## src/rtseq_pkg.sv

```systemverilog
package rtseq_pkg;

    // ------------------------------------------------------------------
    // timing
    // ------------------------------------------------------------------
    localparam int unsigned CLK_PERIOD_NS   = 5;
    localparam int unsigned PLL_LOCK_NS     = 2000000;
    localparam int unsigned PLL_LOCK_CYCLES = PLL_LOCK_NS / CLK_PERIOD_NS;
    // 2048 ticks of the low-frequency oscillator, about 65.5 ms
    localparam int unsigned POWERUP_DELAY_TIMER_TICKS      = 2048;
    localparam int unsigned OST_TICKS       = 1024;
    localparam int unsigned CNT_W           = 19;

    // ------------------------------------------------------------------
    // program counter values
    // ------------------------------------------------------------------
    localparam int unsigned PC_W       = 21;
    localparam logic [20:0] PC_RESET   = 21'h000000;
    localparam logic [20:0] PC_VEC_HI  = 21'h000008;
    localparam logic [20:0] PC_VEC_LO  = 21'h000018;
    localparam logic [20:0] PC_STEP    = 21'h000002;

    // ------------------------------------------------------------------
    // configuration encodings
    // ------------------------------------------------------------------
    localparam logic [1:0] BOR_CFG_OFF   = 2'h0;
    localparam logic [1:0] BOR_CFG_SW    = 2'h1;
    localparam logic [1:0] BOR_CFG_NOSLP = 2'h2;

    typedef enum logic [3:0] {
        OSC_LOWPOWER_XTAL = 4'h0,
        OSC_MEDIUM_XTAL   = 4'h1,
        OSC_HISPEED_XTAL  = 4'h2,
        OSC_HISPEED_PLL   = 4'h3,
        OSC_EXT_CLOCK     = 4'h4,
        OSC_EXT_CLOCK_IO  = 4'h5,
        OSC_RC            = 4'h6,
        OSC_RC_IO         = 4'h7,
        OSC_INTERNAL_A    = 4'h8,
        OSC_INTERNAL_B    = 4'h9
    } rtseq_osc_t;

    typedef enum logic [1:0] {
        PM_FULL  = 2'h0,
        PM_RUN   = 2'h1,
        PM_IDLE  = 2'h2,
        PM_SLEEP = 2'h3
    } rtseq_pmode_t;

    typedef enum logic [2:0] {
        ST_POR  = 3'h0,
        ST_POWERUP_DELAY_TIMER = 3'h1,
        ST_OST  = 3'h2,
        ST_PLL  = 3'h3,
        ST_PIN  = 3'h4,
        ST_RUN  = 3'h5,
        ST_BOR  = 3'h6
    } rtseq_state_t;

    typedef enum logic [1:0] {
        RC_NONE  = 2'h0,
        RC_POR   = 2'h1,
        RC_RESET = 2'h2,
        RC_WAKE  = 2'h3
    } rtseq_class_t;

    // ------------------------------------------------------------------
    // carriers
    // ------------------------------------------------------------------
    typedef struct packed {
        logic sw_brownout_enable;
        logic reset_instr_flag_n;
        logic watchdog_expired_flag_n;
        logic powerdown_flag_n;
        logic poweron_flag_n;
        logic brownout_flag_n;
        logic stack_full_flag;
        logic stack_underflow_flag;
    } rtseq_flags_t;

    localparam rtseq_flags_t FLAGS_POR = 8'h70;

    typedef struct packed {
        logic reset_instr;
        logic watchdog_timeout;
        logic stack_full;
        logic stack_underflow;
        logic irq_wake;
        logic pm_exit_osc_off;
    } rtseq_evt_t;

endpackage

```

## src/rtseq_top.sv

```systemverilog
// Contract
// - 1024 oscillator cycles after power-up delay
// - start-up count only crystal modes, POR/wake
// - PLL mode adds 2 ms lock wait
// - power-up delay after POR pulse, then start-up count
// - RC mode, delay disabled: no time-out
// - time-outs run from POR, not pin
// - power-up delay about 66 ms
// - PLL wait on power-up and wake exit
// - POR loads 0000h and initial flags
// - software brown-out enable resets per config
// - watchdog resets or resumes by power mode
// - pin reset flags depend on power mode
// - stack full resets when enabled
// - underflow sets flag, reset or load
// - interrupt wake clears powerdown, vector or PC+2
// - reset class tells which registers reset
// - watchdog wake keeps registers unmodified
// - delay enabled when disable bit is zero
// - 11-bit delay count on slow oscillator
`timescale 1ns/100ps

module rtseq_top #(
    parameter int unsigned PLL_LOCK_CYCLES = rtseq_pkg::PLL_LOCK_CYCLES
) (
    // clock and reset
    input  wire logic                    clk_sys,
    input  wire logic                    nrst,
    // pins and analog events
    input  wire logic                    por_pulse,
    input  wire logic                    external_reset_n,
    input  wire logic                    oscillator_input_pin,
    input  wire logic                    low_freq_internal_osc,
    input  wire logic                    brownout_active,
    // configuration
    input  wire rtseq_pkg::rtseq_osc_t   osc_mode,
    input  wire logic                    powerup_delay_disable,
    input  wire logic [1:0]              brownout_config,
    input  wire logic                    stack_fault_reset_enable,
    // core state and events
    input  wire rtseq_pkg::rtseq_pmode_t pwr_mode,
    input  wire rtseq_pkg::rtseq_evt_t   events,
    input  wire logic                    high_prio_global_irq_en,
    input  wire logic                    low_prio_global_irq_en,
    input  wire logic [20:0]             pc_current,
    // software access to the status flags
    input  wire logic                    flag_wr_en,
    input  wire rtseq_pkg::rtseq_flags_t flag_wr_data,
    // outputs
    output rtseq_pkg::rtseq_flags_t      flags_q,
    output logic                         core_reset_q,
    output logic                         core_stall_q,
    output logic                         pc_load_q,
    output logic [20:0]                  pc_value_q,
    output rtseq_pkg::rtseq_class_t      reset_class_q,
    output rtseq_pkg::rtseq_state_t      seq_state_q
);

    // ------------------------------------------------------------------
    // helpers
    // ------------------------------------------------------------------
    function automatic logic is_xtal(input rtseq_pkg::rtseq_osc_t m);
        is_xtal = (m == rtseq_pkg::OSC_LOWPOWER_XTAL) || (m == rtseq_pkg::OSC_MEDIUM_XTAL) ||
                  (m == rtseq_pkg::OSC_HISPEED_XTAL) || (m == rtseq_pkg::OSC_HISPEED_PLL);
    endfunction

    function automatic logic is_pll(input rtseq_pkg::rtseq_osc_t m);
        is_pll = (m == rtseq_pkg::OSC_HISPEED_PLL);
    endfunction

    localparam logic [18:0] POWERUP_DELAY_TIMER_LAST = 19'(rtseq_pkg::POWERUP_DELAY_TIMER_TICKS - 1);
    localparam logic [18:0] OST_LAST  = 19'(rtseq_pkg::OST_TICKS - 1);
    localparam logic [18:0] PLL_LAST  = 19'(PLL_LOCK_CYCLES - 1);

    // ------------------------------------------------------------------
    // edge detection on synchronous inputs
    // ------------------------------------------------------------------
    logic lf_prev_q, osc_prev_q, pin_prev_q, bor_prev_q;
    logic lf_rise, osc_rise, pin_fall, bor_act, bor_rise;

    // brown-out only counts while its configuration lets it act
    always_comb begin
        case (brownout_config)
            rtseq_pkg::BOR_CFG_OFF:   bor_act = 1'b0;
            rtseq_pkg::BOR_CFG_SW:    bor_act = brownout_active & flags_q.sw_brownout_enable;
            rtseq_pkg::BOR_CFG_NOSLP: bor_act = brownout_active & (pwr_mode != rtseq_pkg::PM_SLEEP);
            default:                  bor_act = brownout_active;
        endcase
        lf_rise  = low_freq_internal_osc & ~lf_prev_q;
        osc_rise = oscillator_input_pin & ~osc_prev_q;
        pin_fall = ~external_reset_n & pin_prev_q;
        bor_rise = bor_act & ~bor_prev_q & ~por_pulse;
    end

    always_ff @(posedge clk_sys) begin
        if (!nrst) begin
            lf_prev_q  <= 1'b0;
            osc_prev_q <= 1'b0;
            pin_prev_q <= 1'b0;
            bor_prev_q <= 1'b0;
        end else begin
            lf_prev_q  <= low_freq_internal_osc;
            osc_prev_q <= oscillator_input_pin;
            pin_prev_q <= external_reset_n;
            bor_prev_q <= bor_act;
        end
    end

    // ------------------------------------------------------------------
    // time-out sequencer
    // ------------------------------------------------------------------
    rtseq_pkg::rtseq_state_t state_d;
    logic [18:0]             cnt_q, cnt_d;
    logic                    wake_q, wake_d;
    rtseq_pkg::rtseq_state_t finish_st;
    rtseq_pkg::rtseq_state_t start_st;

    always_comb begin
        // a wake exit resumes at once; a reset still waits for the pin
        finish_st = (wake_q || external_reset_n) ? rtseq_pkg::ST_RUN : rtseq_pkg::ST_PIN;
        if (!powerup_delay_disable) begin
            start_st = rtseq_pkg::ST_POWERUP_DELAY_TIMER;
        end else if (is_xtal(osc_mode)) begin
            start_st = rtseq_pkg::ST_OST;
        end else begin
            start_st = finish_st;
        end
        state_d = seq_state_q;
        cnt_d   = cnt_q;
        wake_d  = wake_q;
        case (seq_state_q)
            rtseq_pkg::ST_POR, rtseq_pkg::ST_BOR: begin
                cnt_d   = '0;
                wake_d  = 1'b0;
                state_d = start_st;
            end
            rtseq_pkg::ST_POWERUP_DELAY_TIMER: begin
                if (lf_rise) begin
                    cnt_d = cnt_q + 19'h00001;
                    if (cnt_q == POWERUP_DELAY_TIMER_LAST) begin
                        cnt_d   = '0;
                        state_d = is_xtal(osc_mode) ? rtseq_pkg::ST_OST : finish_st;
                    end
                end
            end
            rtseq_pkg::ST_OST: begin
                if (osc_rise) begin
                    cnt_d = cnt_q + 19'h00001;
                    if (cnt_q == OST_LAST) begin
                        cnt_d   = '0;
                        state_d = is_pll(osc_mode) ? rtseq_pkg::ST_PLL : finish_st;
                    end
                end
            end
            rtseq_pkg::ST_PLL: begin
                cnt_d = cnt_q + 19'h00001;
                if (cnt_q == PLL_LAST) begin
                    cnt_d   = '0;
                    state_d = finish_st;
                end
            end
            rtseq_pkg::ST_PIN: begin
                if (external_reset_n) begin
                    state_d = rtseq_pkg::ST_RUN;
                end
            end
            rtseq_pkg::ST_RUN: begin
                wake_d = 1'b0;
                if (events.pm_exit_osc_off && is_xtal(osc_mode)) begin
                    cnt_d   = '0;
                    wake_d  = 1'b1;
                    state_d = rtseq_pkg::ST_OST;
                end
            end
            default: begin
                cnt_d   = '0;
                wake_d  = 1'b0;
                state_d = rtseq_pkg::ST_POR;
            end
        endcase
        // the power-up delay restarts while power is not good
        if (por_pulse) begin
            cnt_d   = '0;
            wake_d  = 1'b0;
            state_d = rtseq_pkg::ST_POR;
        end else if (bor_act) begin
            cnt_d   = '0;
            wake_d  = 1'b0;
            state_d = rtseq_pkg::ST_BOR;
        end
    end

    always_ff @(posedge clk_sys) begin
        if (!nrst) begin
            seq_state_q <= rtseq_pkg::ST_POR;
            cnt_q       <= '0;
            wake_q      <= 1'b0;
        end else begin
            seq_state_q <= state_d;
            cnt_q       <= cnt_d;
            wake_q      <= wake_d;
        end
    end

    // ------------------------------------------------------------------
    // reset causes, status flags and program counter
    // ------------------------------------------------------------------
    rtseq_pkg::rtseq_flags_t flags_d;
    rtseq_pkg::rtseq_class_t class_d;
    logic                    pc_load_d, soft_rst, core_reset_d, core_stall_d;
    logic [20:0]             pc_value_d;
    logic                    running;
    logic                    low_pm;

    always_comb begin
        running    = (seq_state_q == rtseq_pkg::ST_RUN);
        low_pm     = (pwr_mode == rtseq_pkg::PM_IDLE) || (pwr_mode == rtseq_pkg::PM_SLEEP);
        flags_d    = flags_q;
        class_d    = rtseq_pkg::RC_NONE;
        pc_load_d  = 1'b0;
        pc_value_d = pc_value_q;
        soft_rst   = 1'b0;
        // software write first so that a hardware event the same cycle wins
        if (flag_wr_en) begin
            flags_d = flag_wr_data;
        end
        if (por_pulse) begin
            flags_d                    = rtseq_pkg::FLAGS_POR;
            flags_d.sw_brownout_enable = 1'b1;
            class_d                    = rtseq_pkg::RC_POR;
            pc_load_d                  = 1'b1;
            pc_value_d                 = rtseq_pkg::PC_RESET;
        end else if (bor_rise) begin
            flags_d.reset_instr_flag_n      = 1'b1;
            flags_d.watchdog_expired_flag_n = 1'b1;
            flags_d.powerdown_flag_n        = 1'b1;
            flags_d.brownout_flag_n         = 1'b0;
            class_d                         = rtseq_pkg::RC_POR;
            pc_load_d                       = 1'b1;
            pc_value_d                      = rtseq_pkg::PC_RESET;
        end else if (pin_fall && running) begin
            if (low_pm) begin
                flags_d.watchdog_expired_flag_n = 1'b1;
                flags_d.powerdown_flag_n        = 1'b0;
            end else if (pwr_mode == rtseq_pkg::PM_RUN) begin
                flags_d.watchdog_expired_flag_n = 1'b1;
            end
            class_d    = rtseq_pkg::RC_RESET;
            pc_load_d  = 1'b1;
            pc_value_d = rtseq_pkg::PC_RESET;
        end else if (events.watchdog_timeout && running) begin
            flags_d.watchdog_expired_flag_n = 1'b0;
            pc_load_d                       = 1'b1;
            if (low_pm) begin
                flags_d.powerdown_flag_n = 1'b0;
                class_d                  = rtseq_pkg::RC_WAKE;
                pc_value_d               = 21'(pc_current + rtseq_pkg::PC_STEP);
            end else begin
                soft_rst   = 1'b1;
                class_d    = rtseq_pkg::RC_RESET;
                pc_value_d = rtseq_pkg::PC_RESET;
            end
        end else if (events.reset_instr && running) begin
            flags_d.reset_instr_flag_n = 1'b0;
            soft_rst                   = 1'b1;
            class_d                    = rtseq_pkg::RC_RESET;
            pc_load_d                  = 1'b1;
            pc_value_d                 = rtseq_pkg::PC_RESET;
        end else if (events.stack_full && running) begin
            flags_d.stack_full_flag = 1'b1;
            if (stack_fault_reset_enable) begin
                soft_rst   = 1'b1;
                class_d    = rtseq_pkg::RC_RESET;
                pc_load_d  = 1'b1;
                pc_value_d = rtseq_pkg::PC_RESET;
            end
        end else if (events.stack_underflow && running) begin
            flags_d.stack_underflow_flag = 1'b1;
            pc_load_d                    = 1'b1;
            pc_value_d                   = rtseq_pkg::PC_RESET;
            if (stack_fault_reset_enable) begin
                soft_rst = 1'b1;
                class_d  = rtseq_pkg::RC_RESET;
            end
        end else if (events.irq_wake && running) begin
            flags_d.powerdown_flag_n = 1'b0;
            class_d                  = rtseq_pkg::RC_WAKE;
            pc_load_d                = 1'b1;
            if (high_prio_global_irq_en) begin
                pc_value_d = rtseq_pkg::PC_VEC_HI;
            end else if (low_prio_global_irq_en) begin
                pc_value_d = rtseq_pkg::PC_VEC_LO;
            end else begin
                pc_value_d = 21'(pc_current + rtseq_pkg::PC_STEP);
            end
        end
        // the enable bit exists only under software brown-out control
        if (brownout_config != rtseq_pkg::BOR_CFG_SW) begin
            flags_d.sw_brownout_enable = 1'b0;
        end
        core_reset_d = (!(state_d == rtseq_pkg::ST_RUN) && !wake_d) || !external_reset_n || soft_rst;
        core_stall_d = wake_d && (state_d != rtseq_pkg::ST_RUN);
    end

    always_ff @(posedge clk_sys) begin
        if (!nrst) begin
            flags_q       <= rtseq_pkg::FLAGS_POR;
            core_reset_q  <= 1'b1;
            core_stall_q  <= 1'b0;
            pc_load_q     <= 1'b0;
            pc_value_q    <= rtseq_pkg::PC_RESET;
            reset_class_q <= rtseq_pkg::RC_NONE;
        end else begin
            flags_q       <= flags_d;
            core_reset_q  <= core_reset_d;
            core_stall_q  <= core_stall_d;
            pc_load_q     <= pc_load_d;
            pc_value_q    <= pc_value_d;
            reset_class_q <= class_d;
        end
    end

endmodule // rtseq_top

```

## config.mk

```make
export PLATFORM = sky130hd
export DESIGN_NAME = rtseq_top
export DESIGN_NICKNAME = d
export VERILOG_FILES = /design/src/rtseq_pkg.sv /design/src/rtseq_top.sv
export SDC_FILE = /design/constraint.sdc
export NUM_CORES = 1
export LEC_CHECK = 0
export BUFFER_PORTS_ARGS = -buffer_cell sky130_fd_sc_hd__buf_2
export CELL_PAD_IN_SITES_DETAIL_PLACEMENT = 1
export CELL_PAD_IN_SITES_GLOBAL_PLACEMENT = 1
export CORE_MARGIN = 4
export CORE_UTILIZATION = 25
export DETAILED_ROUTE_END_ITERATION = 12
export PLACE_DENSITY = 0.64
export SLEW_MARGIN = 30
export SYNTH_ARGS = -nofsm -noshare
export SYNTH_HDL_FRONTEND = slang
export SYNTH_SLANG_ARGS = --single-unit
```

## constraint.sdc

```tcl
create_clock -name clk_sys -period 2.7 [get_ports clk_sys]
set_input_delay 0 -clock clk_sys [delete_from_list [all_inputs] [get_ports clk_sys]]
set_output_delay 0 -clock clk_sys [all_outputs]
set_load 0.005 [all_outputs]
```

==> Word-level counts from Yosys, hierarchy flattened <==
Index checks and enable logic that the tools add are counted.
{ "word_totals": {"in_bits": 55, "elab_cells": 179, "register_bits": 61} }
{ "classes": {"n_eq_ne": 25, "mux": 84, "reduce_logical": 33, "addsub": 2, "n_bitwise": 14} }
{ "op_table": {"columns": ["operator", "count"], "rows": [
  ["$mux W21", 9],
  ["$mux W19", 6],
  ["$pmux W19 S5", 1],
  ["$mux W1", 40],
  ["$mux W3", 12],
  ["$mux W2", 12],
  ["$add A21 B2 Y21 const B", 1],
  ["$add A19 B1 Y19 const B", 1],
  ["$eq A19 B10 Y1 const B", 1],
  ["$eq A19 B11 Y1 const B", 1],
  ["$eq A19 B19 Y1 const B", 1],
  ["$pmux W3 S6", 1],
  ["$eq A3 B3 Y1 const B", 4],
  ["$logic_and A1 B1 Y1", 9],
  ["$eq A4 B2 Y1 const B", 2],
  ["$mux W8", 1],
  ["$reduce_or A4 Y1", 2],
  ["$and A1 B1 Y1", 7],
  ["$logic_or A1 B1 Y1", 7],
  ["$not A1 Y1", 7],
  ["$eq A2 B2 Y1 const B", 3],
  ["$eq A3 B2 Y1 const B", 2],
  ["$ne A2 B2 Y1 const B", 3],
  ["$reduce_or A2 Y1", 3],
  ["17 further kinds", 22]
]} }

==> Depth between registers and ports, before layout <==
Gate-level depths: netlist (run 1).
{ "logic_depth": {"depth_word": 15, "depth_mapped": 9} }

==> Worst setup path before layout (run 1) <==
Ideal clock, no wire load.
{ "synth_path": {"path_kind": "register to register", "from": "register cnt_q[0]", "to": "register core_reset_q", "required_time_ps": 2641, "arrival_time_ps": 1864, "n_path_buf": 0, "path_slack_ps": 776, "setup_ps": 59, "path_stages_with_launch": 8, "path_cell_list": "dfxtp_1 -> ha_1 -> inv_1 -> nor4_4 -> a21oi_2 -> a2111o_1 -> o2111ai_2 -> a221o_1"} }
{ "synth_between": {"elab_chain_len": 11, "word_cells_on_any_way": 16, "classes_between": "eq/ne: 4; mux: 8; reduce/logical: 4"} }
{ "synth_rtl": {"columns": ["element", "line", "rtl"], "rows": [
  ["start, declared", "rtseq_top.sv:113", "logic [18:0] cnt_q, cnt_d;"],
  ["start signal, assigned", "rtseq_top.sv:200", "cnt_q <= cnt_d;"],
  ["$eq A19 B10 Y1 or $eq A19 B11 Y1 (tied branches)", "rtseq_top.sv:149, rtseq_top.sv:140", null],
  ["$mux W3, on equally long branches", "rtseq_top.sv:149, rtseq_top.sv:140", null],
  ["$mux W3, on equally long branches", "rtseq_top.sv:147, rtseq_top.sv:138", null],
  ["$pmux W3 S6 *", "rtseq_top.sv:131", "case (seq_state_q)"],
  ["$mux W3 *", "rtseq_top.sv:186", "end else if (bor_act) begin"],
  ["$mux W3 *", "rtseq_top.sv:182", "if (por_pulse) begin"],
  ["$eq A3 B3 Y1 *", "rtseq_top.sv:301", "core_reset_d = (!(state_d == rtseq_pkg::ST_RUN) && !wake_d) || !external_reset_n || soft_rst;"],
  ["$logic_not A1 Y1 *", "rtseq_top.sv:301", null],
  ["$logic_and A1 B1 Y1 *", "rtseq_top.sv:301", null],
  ["$logic_or A1 B1 Y1 * (2 in series)", "rtseq_top.sv:301", null],
  ["end signal, assigned", "rtseq_top.sv:315", "core_reset_q <= core_reset_d;"],
  ["end, declared", "rtseq_top.sv:51", "output logic core_reset_q,"]
]} }
Mark *: on every way between the ends. The rest lies on a longest branch, timed or not.
A chain may end at the register's enable or synchronous reset.

==> Worst setup path after layout (run 1) <==
{ "layout_path": {"from": "register seq_state_q[0]", "to": "register pc_value_q[16]"} }
{ "layout_between": {"elab_chain_len": 6, "word_cells_on_any_way": 15, "classes_between": "eq/ne: 2; mux: 4; reduce/logical: 9"} }
{ "layout_rtl": {"columns": ["element", "line", "rtl"], "rows": [
  ["start, declared", "rtseq_top.sv:56", "output rtseq_pkg::rtseq_state_t seq_state_q"],
  ["start signal, assigned", "rtseq_top.sv:195", "seq_state_q <= rtseq_pkg::ST_POR;"],
  ["start signal, assigned", "rtseq_top.sv:199", "seq_state_q <= state_d;"],
  ["$eq A3 B3 Y1 *", "rtseq_top.sv:216", "running = (seq_state_q == rtseq_pkg::ST_RUN);"],
  ["$logic_and A1 B1 Y1", "rtseq_top.sv:277", "end else if (events.stack_underflow && running) begin"],
  ["$mux W21", "rtseq_top.sv:277", null],
  ["$mux W21", "rtseq_top.sv:269", "end else if (events.stack_full && running) begin"],
  ["$mux W21", "rtseq_top.sv:263", "end else if (events.reset_instr && running) begin"],
  ["$mux W21", "rtseq_top.sv:251", "end else if (events.watchdog_timeout && running) begin"],
  ["end signal, assigned", "rtseq_top.sv:311", "pc_value_q <= rtseq_pkg::PC_RESET;"],
  ["end signal, assigned", "rtseq_top.sv:318", "pc_value_q <= pc_value_d;"],
  ["end, declared", "rtseq_top.sv:54", "output logic [20:0] pc_value_q,"]
]} }
Marked as above.

==> results of run 1 <==
per-layer routing:
layer | share of wire (%) | track usage [%] | vias to the layer above | wire (microns)
met5 | 0 | 0 | - | 0
met1 | 45 | 18.3 | 1696 | 5150
met3 | 6.0 | 3.26 | 16 | 680
li1 | - | - | 1758 | -
met2 | 47 | 23.7 | 89 | 5340
met4 | 2.0 | 6.12 | 0 | 230
registers in the layout, summed over array words and instances, names as in the netlist:
| name | flops |
|---|---|
| wake_q | 1 |
| lf_prev_q | 1 |
| core_stall_q | 1 |
| pc_load_q | 1 |
| pin_prev_q | 1 |
| cnt_q | 19 |
| reset_class_q | 2 |
| bor_prev_q | 1 |
| core_reset_q | 1 |
| flags_q | 8 |
| osc_prev_q | 1 |
| seq_state_q | 3 |
| pc_value_q | 21 |
cell families (layout without fill, tap and decap cells):
logic type / Yosys count / after routing / synth area share, %
and+or+nand+nor: 204 / 204 / 32.5
xor gates and xnor gates: 31 / 31 / 7.60
DFF: 61 / 61 / 34.2
buffers and inverters: 33 / 146 / 3.96
AOI/OAI and AO/OA: 82 / 82 / 17.1
muxes: 9 / 9 / 2.59
adders and majority gates: 6 / 6 / 2.10
power by group through the flow:
stage                     clock (W)  sequential, W  combinational, W
after global placement            0       0.000949          0.000272
after detailed placement          0       0.000950          0.000277
after CTS                   0.00138       0.000931          0.000295
final                       0.00135       0.000931          0.000292
after floorplan                   0       0.000942          0.000162
after global routing        0.00141       0.000934          0.000326
how the worst max path moves through the flow:
stage,from,endpoint,slack [ns]
finish,seq_state_q[0],pc_value_q[16],0.36
global route,seq_state_q[0],pc_value_q[16],0.02
CTS,seq_state_q[0],pc_value_q[16],0.35
detailed placement,seq_state_q[0],pc_value_q[8],0.37
global placement,seq_state_q[0],pc_value_q[8],0.46
floorplan,cnt_q[0],core_reset_q,0.78
through the flow:
stage / hold WS (ns) / total power, W / std cells / worst slack, ns
after CTS: 0.00437 / 0.00260 / 719 / 0.352
after global placement: 0.227 / 0.00122 / 689 / 0.457
after detailed placement: 0.238 / 0.00123 / 689 / 0.372
after floorplan: 0.110 / 0.00110 / 426 / 0.776
final: 0.0108 / 0.00257 / 719 / 0.364
after global routing: 0.0242 / 0.00267 / 719 / 0.0152
critical path: cells and delay by family, from the launching register on:
family          cells  cell delay, ns
simple gates        4            1.34
compound gates      2            0.36
flops               1            0.58
cell usage in the layout, fill, tap and decap left out, drive strengths merged, types with 3 or more instances in the layout:
| master | n |
|---|---|
| nand4 | 16 |
| bufinv | 3 |
| clkbuf | 12 |
| nor2b | 3 |
| mux2i | 7 |
| xnor2 | 18 |
| nand3 | 25 |
| and4 | 6 |
| buf | 99 |
| a22oi | 16 |
| a221o | 3 |
| dlygate4sd3 | 14 |
| nand2b | 10 |
| o21ai | 11 |
| a21o | 4 |
| dfxtp | 61 |
| nor3b | 3 |
| a31oi | 5 |
| xor2 | 13 |
| inv | 17 |
| nor3 | 9 |
| ha | 6 |
| a21oi | 18 |
| and2 | 7 |
| nor2 | 63 |
| nand2 | 30 |
| nand3b | 4 |
| nor4 | 5 |
| and3 | 12 |
cell type report:
class / count / area (sq um) / area share, %
well taps: 180 / 225 / 4.78
multi-input cells: 332 / 2210 / 46.8
clock inverters: 4 / 95.1 / 2.02
inverters: 17 / 63.8 / 1.35
clock buffers: 12 / 246 / 5.23
flip-flops and latches: 61 / 1220 / 25.9
repair buffers: 113 / 656 / 13.9
==> run summary, run 1 <==
======================================================================================
Overall routed net length                                                 11,400 microns
Area of the die                                                           0.0163 sq mm
Arrival time at the worst endpoint                                             2.61 ns
Final cell utilization of the core                                               33.8%
Cell type with the highest aggregate area in the netlist                       dfxtp_1
Critical-path cell list                                                   and3b_1, and3_1, a21o_1, and2_1, a22oi_1, nor2_1
Cell at the root of the clock tree                                           clkbuf_16
Worst Max-Slew Pin Slew                                                       0.641 ns
Final antenna diode count                                                            0
Headroom to the max-slew limit                                                   57.2%
Clock tree buffer depth                                                              2
Num rows                                                                            43
Fin nets                                                                           595
Synth cell count leaders                                                  61 x dfxtp_1, 53 x nor2_1, 30 x nand2_1
Instance count of the mapped netlist                                               426
Switch Pwr                                                                  0.000601 W
Post-CTS Repair Setup Buffers                                                        0
Maximum clock frequency                                                      0.428 GHz
Clk Latency, worst-skew pair                                                   0.34 ns
Floorplan core area                                                       0.0139 sq mm
Area of all placed cells without fillers                                  0.00472 sq mm
Run status                                                                complete, no violations
Final cycle utilization of the critical path                                     86.5%
Number of hold-repair buffers added at the cts stage                                14
Clock-pin slew on the worst setup and hold paths                               0.06 ns
Vias per cell                                                                     4.95
Fraction of registers with async set or reset after synthesis                       0%
Fraction of power consumed by the clock network                                  52.4%
Routed len/inst                                                           15.8 microns
Number of antenna-violating nets in the routed design                                0
Placement-stage cell area                                                 0.00423 sq mm
Switching Fraction                                                               23.4%
Summed negative setup slack over all endpoints                                    0 ns
Net count after synthesis                                                          487
VDD IR-drop max                                                                 273 uV
#FFs+latches synth                                                                  61
Count of final hold-check violations                                                 0
Quantity of gates resized following cts                                              0
Reg-to-reg setup timing slack                                                  0.36 ns
Boundary pin count                                                                  92
Global route overflow                                                                0
Total of warnings raised by yosys                                                    0
RSZ-0062 raised after global routing                                                no
Wire length of the first global-routing pass                              18,900 microns
Highest-delay cell along the critical path                                     dfxtp_1
Count of distinct cell types in the synthesized netlist                             72
Fraction of final layout cells with drive strength greater than 1                27.3%
Number of DRC violations after detailed routing                                      0
Number of antenna violations at the first check in global routing                    0
Required time of the critical path                                             2.97 ns
Hold path start                                                           pc_current[20]
Min-delay worst type                                                            in2reg
Proportion of power drawn by combinational gates                                 11.4%
Final-layout fill cell count                                                     1,708
Hold endpoint                                                             pc_value_q[20]
Internal power contribution                                                  0.00197 W
Die height                                                                 128 microns
Weighted congestion reported at the end of routability-driven placement          0.845
Effective utilization at floorplan                                               25.6%
Leakage                                                                        1.97 nW
Cell area after technology mapping                                        0.00357 sq mm
Worst reg2reg path depth                                                             6
Largest driver fanout on the critical path                                          15
Synth top area share                                                             34.2%
TritonCTS clock tree                                                              done
Deepest level of the CTS H-tree                                                      3
Cell types occupying the most area after synthesis                        dfxtp_1 34%, nor2_1 5.6%, xnor2_1 4.4%, nand3_1 3.5%, a22oi_1 3.4%
Areal power density over the cells                                         545 mW/mm^2
Delay of the slowest cell on the worst path                                    0.58 ns
Mean area per synthesized cell                                              8.38 sq um
Reg-to-reg startpoint                                                     seq_state_q[0]
Placed wire-length estimate                                               8740 microns
Largest net degree at the start of global routing                                   22
Synthesis-to-layout area growth                                                  32.1%
Instance count along the most critical hold path                                     4
Critical path endpoint category                                              flip-flop
Most common cell in the netlist                                                dfxtp_1
Main flop type after synthesis                                                 dfxtp_1
Total iterations of the first detailed-routing run                                   4
Setup-violating endpoint count in the final report                                   0
Share of the yosys chip area belonging to registers                              34.2%
Total routing usage reported by global routing                                   14.5%
Count of flip-flops with a built-in enable after synthesis                           0
Max-cap violations                                                                   0
Via count of the first global-routing pass                                       3,728
Power share of the sequential group                                              36.3%
First DRT Iteration DRCs                                                           146
Via total after detailed routing                                                 3,559
Setup Skew                                                                  0.00698 ns
Critical Path Source Type                                                    flip-flop
Total of buffers placed on input and output ports                                   91
Type of the setup path with the least slack                                    reg2reg
Critical R2R Capture                                                      pc_value_q[16]
Inserted Clock Buffers                                                               9
Max-slew violation total from the final report                                       0
Final worst path period need                                                   2.34 ns
Overall die width                                                          128 microns
Clock sink count                                                                    61
======================================================================================
No activity file was read; power rests on OpenSTA's default activity.
==> run 2, diff against run 1 <==
--- a/config.mk
+++ b/config.mk
@@ -9,9 +9,9 @@
 export CELL_PAD_IN_SITES_DETAIL_PLACEMENT = 1
 export CELL_PAD_IN_SITES_GLOBAL_PLACEMENT = 1
 export CORE_MARGIN = 4
-export CORE_UTILIZATION = 25
+export CORE_UTILIZATION = 39
 export DETAILED_ROUTE_END_ITERATION = 12
-export PLACE_DENSITY = 0.64
+export PLACE_DENSITY = 0.89
 export SLEW_MARGIN = 30
 export SYNTH_ARGS = -nofsm -noshare
 export SYNTH_HDL_FRONTEND = slang
==> run 2 against run 1 <==
  * Register-to-register slack worse by 0.04 ns
  * Combinational power rose by 2%
  * Flip-flop and latch count did not move
  * Clock power is 31% lower
  * First-iteration DRC count fell by 21%
  * Sequential share of layout area up 1.3 points
==> run summary, run 2 (synthesized netlist as in run 1, its figures left out) <==
======================================================================================
Min-delay worst type                                                            in2reg   unchanged
Max-slew violation total from the final report                                       0   unchanged
Cell count along the critical path                                                   7   was 6
Critical Path Source Type                                                    flip-flop   unchanged
Via count of the first global-routing pass                                       3,835   was 3,728
Hold path start                                                           pc_current[20]   unchanged
Worst Setup SP                                                            seq_state_q[0]   unchanged
Buffers plus inverters on the worst setup path                                       1   was 0
Clock sink count                                                                    61   unchanged
Reg-to-reg startpoint                                                     seq_state_q[0]   unchanged
Highest-delay cell along the critical path                                     dfxtp_1   unchanged
Area of the die                                                           0.0108 sq mm   was 0.0163 sq mm
Clock tree buffer depth                                                              2   unchanged
Leading registers by flop count                                           pc_value_q: 21 flops, cnt_q: 19 flops, flags_q: 8 flops   unchanged
Summed negative setup slack over all endpoints                                    0 ns   unchanged
RSZ-0062 raised after global routing                                                no   unchanged
Arrival time at the worst endpoint                                             2.61 ns   about the same
Pre-CTS worst setup slack                                                     0.384 ns   was 0.372 ns
Final worst path period need                                                   2.38 ns   was 2.34 ns
Final cycle utilization of the critical path                                     88.0%   was 86.5%
Inserted Clock Buffers                                                               9   unchanged
Setup-violating endpoint count in the final report                                   0   unchanged
Overall routed net length                                                 11,400 microns   about the same
Number of antenna violations at the first check in global routing                    0   unchanged
Total routing usage reported by global routing                                   21.1%   was 14.5%
VDD IR-drop max                                                                 245 uV   was 273 uV
Critical path endpoint category                                              flip-flop   unchanged
Placed instance count                                                              613   was 689
Clock-pin slew on the worst setup and hold paths                               0.07 ns   was 0.06 ns
Maximum clock frequency                                                      0.421 GHz   was 0.428 GHz
Final cell utilization of the core                                               51.0%   was 33.8%
Largest driver fanout on the critical path                                          15   unchanged
Num rows                                                                            34   was 43
Overall die width                                                          104 microns   was 128 microns
Run status                                                                complete, no violations   unchanged
Via total after detailed routing                                                 3,637   was 3,559
Commonest cells after routing, fill and taps aside                        91 x buf_2, 61 x dfxtp_1, 53 x nor2_1, 30 x nand2_1, 25 x nand3_1   unchanged
Vias per cell                                                                     5.66   was 4.95
First DRT Iteration DRCs                                                           115   was 146
Fin nets                                                                           591   was 595
Total iterations of the first detailed-routing run                                   4   unchanged
Worst reg2reg path depth                                                             7   was 6
Reg-to-reg setup timing slack                                                  0.32 ns   was 0.36 ns
Most common library cell in the layout ignoring fill and taps                    buf_2   unchanged
Effective utilization at floorplan                                               40.6%   was 25.6%
Final hold slack                                                             0.0130 ns   was 0.0108 ns
Global route overflow                                                                0   unchanged
Fraction of final layout cells with drive strength greater than 1                27.1%   was 27.3%
Areal power density over the cells                                         481 mW/mm^2   was 545 mW/mm^2
Critical R2R Capture                                                          cnt_q[7]   was pc_value_q[16]
Number of antenna-violating nets in the routed design                                0   unchanged
Cell at the root of the clock tree                                            clkbuf_8   was clkbuf_16
Placed wire-length estimate                                               8630 microns   was 8740 microns
Total of buffers placed on input and output ports                                   91   unchanged
Routed len/inst                                                           17.8 microns   was 15.8 microns
Die height                                                                 104 microns   was 128 microns
Final antenna diode count                                                            0   unchanged
Leakage                                                                        1.90 nW   was 1.97 nW
Headroom to the max-slew limit                                                   49.5%   was 57.2%
Deepest level of the CTS H-tree                                                      3   unchanged
Top Family by Delay on Critical Path                                      simple AND/OR/NAND/NOR gates   unchanged
Number of flip-flops in the largest register                                        21   unchanged
Required time of the critical path                                             2.93 ns   was 2.97 ns
Boundary pin count                                                                  92   unchanged
TritonCTS clock tree                                                              done   unchanged
Worst Max-Slew Pin Slew                                                       0.758 ns   was 0.641 ns
Synthesis-to-layout area growth                                                  25.8%   was 32.1%
Biggest register                                                            pc_value_q   unchanged
Critical-path cell list                                                   and4bb_2, a2bb2oi_1, and2_1, buf_4, nand3_1, a21o_1, a22o_1   was and3b_1, and3_1, a21o_1, and2_1, a22oi_1, nor2_1
Largest net degree at the start of global routing                                   22   unchanged
Weighted congestion reported at the end of routability-driven placement          0.900   was 0.845
Worst setup slack after layout                                                0.325 ns   was 0.364 ns
Count of final hold-check violations                                                 0   unchanged
Wire length of the first global-routing pass                              19,000 microns   was 18,900 microns
Type of the setup path with the least slack                                    reg2reg   unchanged
Capture point of the worst path                                               cnt_q[7]   was pc_value_q[16]
Floorplan core area                                                       0.00881 sq mm   was 0.0139 sq mm
Number of DRC violations after detailed routing                                      0   unchanged
Setup Skew                                                                  0.00751 ns   was 0.00698 ns
Final standard cell count with taps included and fillers excluded                  643   was 719
Max-cap violations                                                                   0   unchanged
Delay of the slowest cell on the worst path                                    0.61 ns   was 0.58 ns
Clk Latency, worst-skew pair                                                   0.34 ns   about the same
======================================================================================
run 2: power breakdown:
part | total (W) | internal (W) | leakage, nW | switching [W]
Clock | 0.000934 | 0.000543 | 0.112 | 0.000391
Sequential | 0.000930 | 0.000913 | 0.494 | 0.0000163
Combinational | 0.000297 | 0.000127 | 1.30 | 0.000170
Total | 0.00216 | 0.00158 | 1.90 | 0.000577
run 2: repair_timing:
action | in CTS | in global routing
hold buffers | 14 | 0
buffers inserted | 0 | 0
hold endpoints to repair | 11 | 0
gates resized for setup | 0 | 0
run 2: worst min path at each step:
stage | to | slack (ns) | cells past startpoint
2_1_floorplan | pin_prev_q | 0.11 | 2
3_3_place_gp | osc_prev_q | 0.23 | 2
3_5_place_dp | osc_prev_q | 0.24 | 2
4_1_cts | pc_value_q[1] | 0.009 | 4
5_1_grt | pc_value_q[20] | 0.02 | 4
6_report | pc_value_q[20] | 0.01 | 4
run 2: area by class of cell:
| cell class | count | area (sq um) |
|---|---|---|
| Multi-Input combinational cell | 332 | 2210 |
| Clock inverter | 6 | 86.3 |
| Timing Repair Buffer | 109 | 638 |
| Sequential cell | 61 | 1220 |
| Fill cell | 1073 | 4320 |
| Tap cell | 108 | 135 |
| Clock buffer | 10 | 138 |
| Inverter | 17 | 63.8 |
run 2: layer usage:
layer  GRT usage (%)  part of all wire (%)  routed length (microns)
met2            38.1                    50                     5750
met4            6.08                   1.4                      157
met1            25.6                    44                     5060
met3            3.67                   4.0                      453
met5               0                     0                        0
run 2: metrics by stage:
stage / instance area, sq um / total power, W
after global placement: 4130 / 0.00121
after floorplan: 3570 / 0.00110
after global routing: 4490 / 0.00224
after CTS: 4490 / 0.00217
final: 4490 / 0.00216
after detailed placement: 4130 / 0.00123
run 2: worst register-to-register path, cell delays in order (launching register included):
cell	delay, ns
dfxtp_1	0.61
and4bb_2	0.32
a2bb2oi_1	0.29
and2_1	0.32
buf_4	0.23
nand3_1	0.12
a21o_1	0.21
a22o_1	0.18
==> run 3, diff against run 2 <==
--- a/config.mk
+++ b/config.mk
@@ -12,6 +12,7 @@
 export CORE_UTILIZATION = 39
 export DETAILED_ROUTE_END_ITERATION = 12
 export PLACE_DENSITY = 0.89
+export REMOVE_ABC_BUFFERS = 1
 export SLEW_MARGIN = 30
 export SYNTH_ARGS = -nofsm -noshare
 export SYNTH_HDL_FRONTEND = slang
==> run 3 against run 2 <==
  * Sequential power hardly changed
  * Combinational power about the same
  * Core utilization grew 0.51 points
  * Clock skew up 0.0037 ns
  * Non-clock buffer count up 1
  * Maximum frequency rose by 0.53%
  * Sequential share of layout area down 0.27 points
  * Worst hold slack lost 0.0025 ns
  * Register-to-register slack hardly changed
  * Power up 9.6%
  * Critical path depth is 1 lower
  * Routed wire length is 0.95% lower
  * Critical path type unchanged
  * Largest power group unchanged
==> run summary, run 3 (synthesized netlist as in run 1, its figures left out) <==
======================================================================================
Run status                                                                complete, no violations   unchanged
Areal power density over the cells                                         522 mW/mm^2   was 481 mW/mm^2
Total of buffers placed on input and output ports                                   91   unchanged
Critical R2R Capture                                                      reset_class_q[0]   was cnt_q[7]
Via count of the first global-routing pass                                       3,764   was 3,835
Count of final hold-check violations                                                 0   unchanged
Clk Latency, worst-skew pair                                                   0.34 ns   about the same
Instance count along the most critical hold path                                     3   was 4
Quantity of gates resized following cts                                              0   unchanged
Switch Pwr                                                                  0.000595 W   was 0.000577 W
Number of antenna violations at the first check in global routing                    0   unchanged
Boundary pin count                                                                  92   unchanged
Setup-violating endpoint count in the final report                                   0   unchanged
Most common library cell in the layout ignoring fill and taps                    buf_2   unchanged
Die height                                                                 104 microns   unchanged
Reg-to-reg startpoint                                                     seq_state_q[1]   was seq_state_q[0]
VDD IR-drop max                                                                 217 uV   was 245 uV
Fin nets                                                                           592   was 591
Max-slew violation total from the final report                                       0   unchanged
Placement-stage cell area                                                 0.00411 sq mm   was 0.00413 sq mm
Number of flip-flops in the largest register                                        21   unchanged
Clock tree buffer depth                                                              2   unchanged
Largest driver fanout on the critical path                                          14   was 15
Area of the die                                                           0.0108 sq mm   unchanged
Placed wire-length estimate                                               8210 microns   was 8630 microns
Headroom to the max-slew limit                                                   51.3%   was 49.5%
Area of all placed cells without fillers                                  0.00454 sq mm   was 0.00449 sq mm
Final cycle utilization of the critical path                                     87.5%   was 88.0%
Switching Fraction                                                               25.1%   was 26.7%
Reg-to-reg setup timing slack                                                  0.34 ns   was 0.32 ns
Number of DRC violations after detailed routing                                      0   unchanged
Proportion of power drawn by combinational gates                                 12.4%   was 13.7%
Vias per cell                                                                     5.68   was 5.66
Floorplan core area                                                       0.00881 sq mm   unchanged
Overall die width                                                          104 microns   unchanged
Critical Path Source Type                                                    flip-flop   unchanged
Total routing usage reported by global routing                                   21.2%   was 21.1%
Post-CTS Repair Setup Buffers                                                        0   unchanged
Max-cap violations                                                                   0   unchanged
Final antenna diode count                                                            0   unchanged
Final worst path period need                                                   2.36 ns   was 2.38 ns
Via total after detailed routing                                                 3,660   was 3,637
Commonest cells after routing, fill and taps aside                        91 x buf_2, 61 x dfxtp_1, 53 x nor2_1, 30 x nand2_1, 25 x nand3_1   unchanged
Fraction of power consumed by the clock network                                  48.3%   was 43.2%
TritonCTS clock tree                                                              done   unchanged
Effective utilization at floorplan                                               40.6%   unchanged
Inserted Clock Buffers                                                               9   unchanged
Clock sink count                                                                    61   unchanged
Setup Skew                                                                   0.0112 ns   was 0.00751 ns
Maximum clock frequency                                                      0.423 GHz   was 0.421 GHz
Total iterations of the first detailed-routing run                                   4   unchanged
Arrival time at the worst endpoint                                             2.60 ns   was 2.61 ns
Synthesis-to-layout area growth                                                  27.0%   was 25.8%
Num rows                                                                            34   unchanged
Largest net degree at the start of global routing                                   22   unchanged
Power share of the sequential group                                              39.3%   was 43.0%
Summed negative setup slack over all endpoints                                    0 ns   unchanged
Hold endpoint                                                               flags_q[7]   was pc_value_q[20]
Internal power contribution                                                  0.00177 W   was 0.00158 W
Routed len/inst                                                           17.6 microns   was 17.8 microns
Leading registers by flop count                                           pc_value_q: 21 flops, cnt_q: 19 flops, flags_q: 8 flops   unchanged
Deepest level of the CTS H-tree                                                      3   unchanged
Number of antenna-violating nets in the routed design                                0   unchanged
Min-delay worst type                                                            in2reg   unchanged
Type of the setup path with the least slack                                    reg2reg   unchanged
Number of hold-repair buffers added at the cts stage                                15   was 14
Hold path start                                                           flag_wr_data[7]   was pc_current[20]
Critical path endpoint category                                              flip-flop   unchanged
Overall routed net length                                                 11,300 microns   was 11,400 microns
Required time of the critical path                                             2.94 ns   was 2.93 ns
First DRT Iteration DRCs                                                           154   was 115
Fraction of final layout cells with drive strength greater than 1                27.1%   about the same
Biggest register                                                            pc_value_q   unchanged
Wire length of the first global-routing pass                              18,800 microns   was 19,000 microns
RSZ-0062 raised after global routing                                                no   unchanged
Global route overflow                                                                0   unchanged
Leakage                                                                        1.92 nW   was 1.90 nW
Worst Max-Slew Pin Slew                                                       0.730 ns   was 0.758 ns
Cell at the root of the clock tree                                            clkbuf_8   unchanged
Worst reg2reg path depth                                                             6   was 7
Weighted congestion reported at the end of routability-driven placement          0.870   was 0.900
Clock-pin slew on the worst setup and hold paths                               0.08 ns   was 0.07 ns
Total power                                                                  0.00237 W   was 0.00216 W
======================================================================================
-- run 3: cell types whose count changed in the layout (fill, tap and decap cells not counted) --
cell           change
clkinv_2           -1
clkinvlp_4         -1
bufinv_16          +2
buf_4              +1
dlygate4sd3_1      +1
buf_12             -1
-- run 3: worst max path at each step --
stage	to	from	cells after the start
2_1_floorplan	cnt_q[16]	seq_state_q[0]	6
3_3_place_gp	cnt_q[7]	seq_state_q[1]	7
3_5_place_dp	pc_value_q[16]	seq_state_q[0]	6
4_1_cts	reset_class_q[0]	seq_state_q[1]	6
5_1_grt	pc_value_q[16]	seq_state_q[0]	6
6_report	reset_class_q[0]	seq_state_q[1]	6
-- run 3: critical path, stage by stage, from the launching register on --
cell and delay [ns]:
dfxtp_1 0.62, and3b_1 0.33, and3_1 0.26, a31oi_1 0.18, nor2_1 0.08, o31a_1 0.24
dlygate4sd3_1 0.55
-- run 3: final cells by class --
cell class                 instances  area [sq um]
tap                              108           135
sequential                        61          1220
clock inverter                     6           134
fill                            1068          4270
clock buffer                      10           138
multi-input combinational        332          2210
inverter                          17          63.8
timing repair buffer             110           636
-- run 3: metrics by stage --
stage	utilization, %	worst slack [ns]	cells	hold slack [ns]
finish	51.5	0.338	644	0.0105
global route	51.5	0.0809	644	0.0339
CTS	51.5	0.365	644	0.00166
detailed placement	46.7	0.384	613	0.231
global placement	46.7	0.514	613	0.228
floorplan	-	0.406	410	0.110
-- run 3: power by group through the flow --
stage	Combinational, W	Clock (W)	Sequential (W)
after global routing	0.000322	0.00120	0.000933
after CTS	0.000290	0.00115	0.000929
after floorplan	0.000145	0	0.000948
final	0.000294	0.00114	0.000930
after detailed placement	0.000270	0	0.000951
after global placement	0.000261	0	0.000950
-- run 3: per-layer routing --
metal | GRT usage (%) | share of wire [%] | wire, microns | up-vias
met1 | 25.8 | 42 | 4770 | 1779
met2 | 37.1 | 50 | 5650 | 111
met5 | 0 | 0 | 0 | -
met3 | 4.04 | 5.9 | 666 | 22
li1 | - | - | - | 1748
met4 | 7.88 | 2.0 | 223 | 0
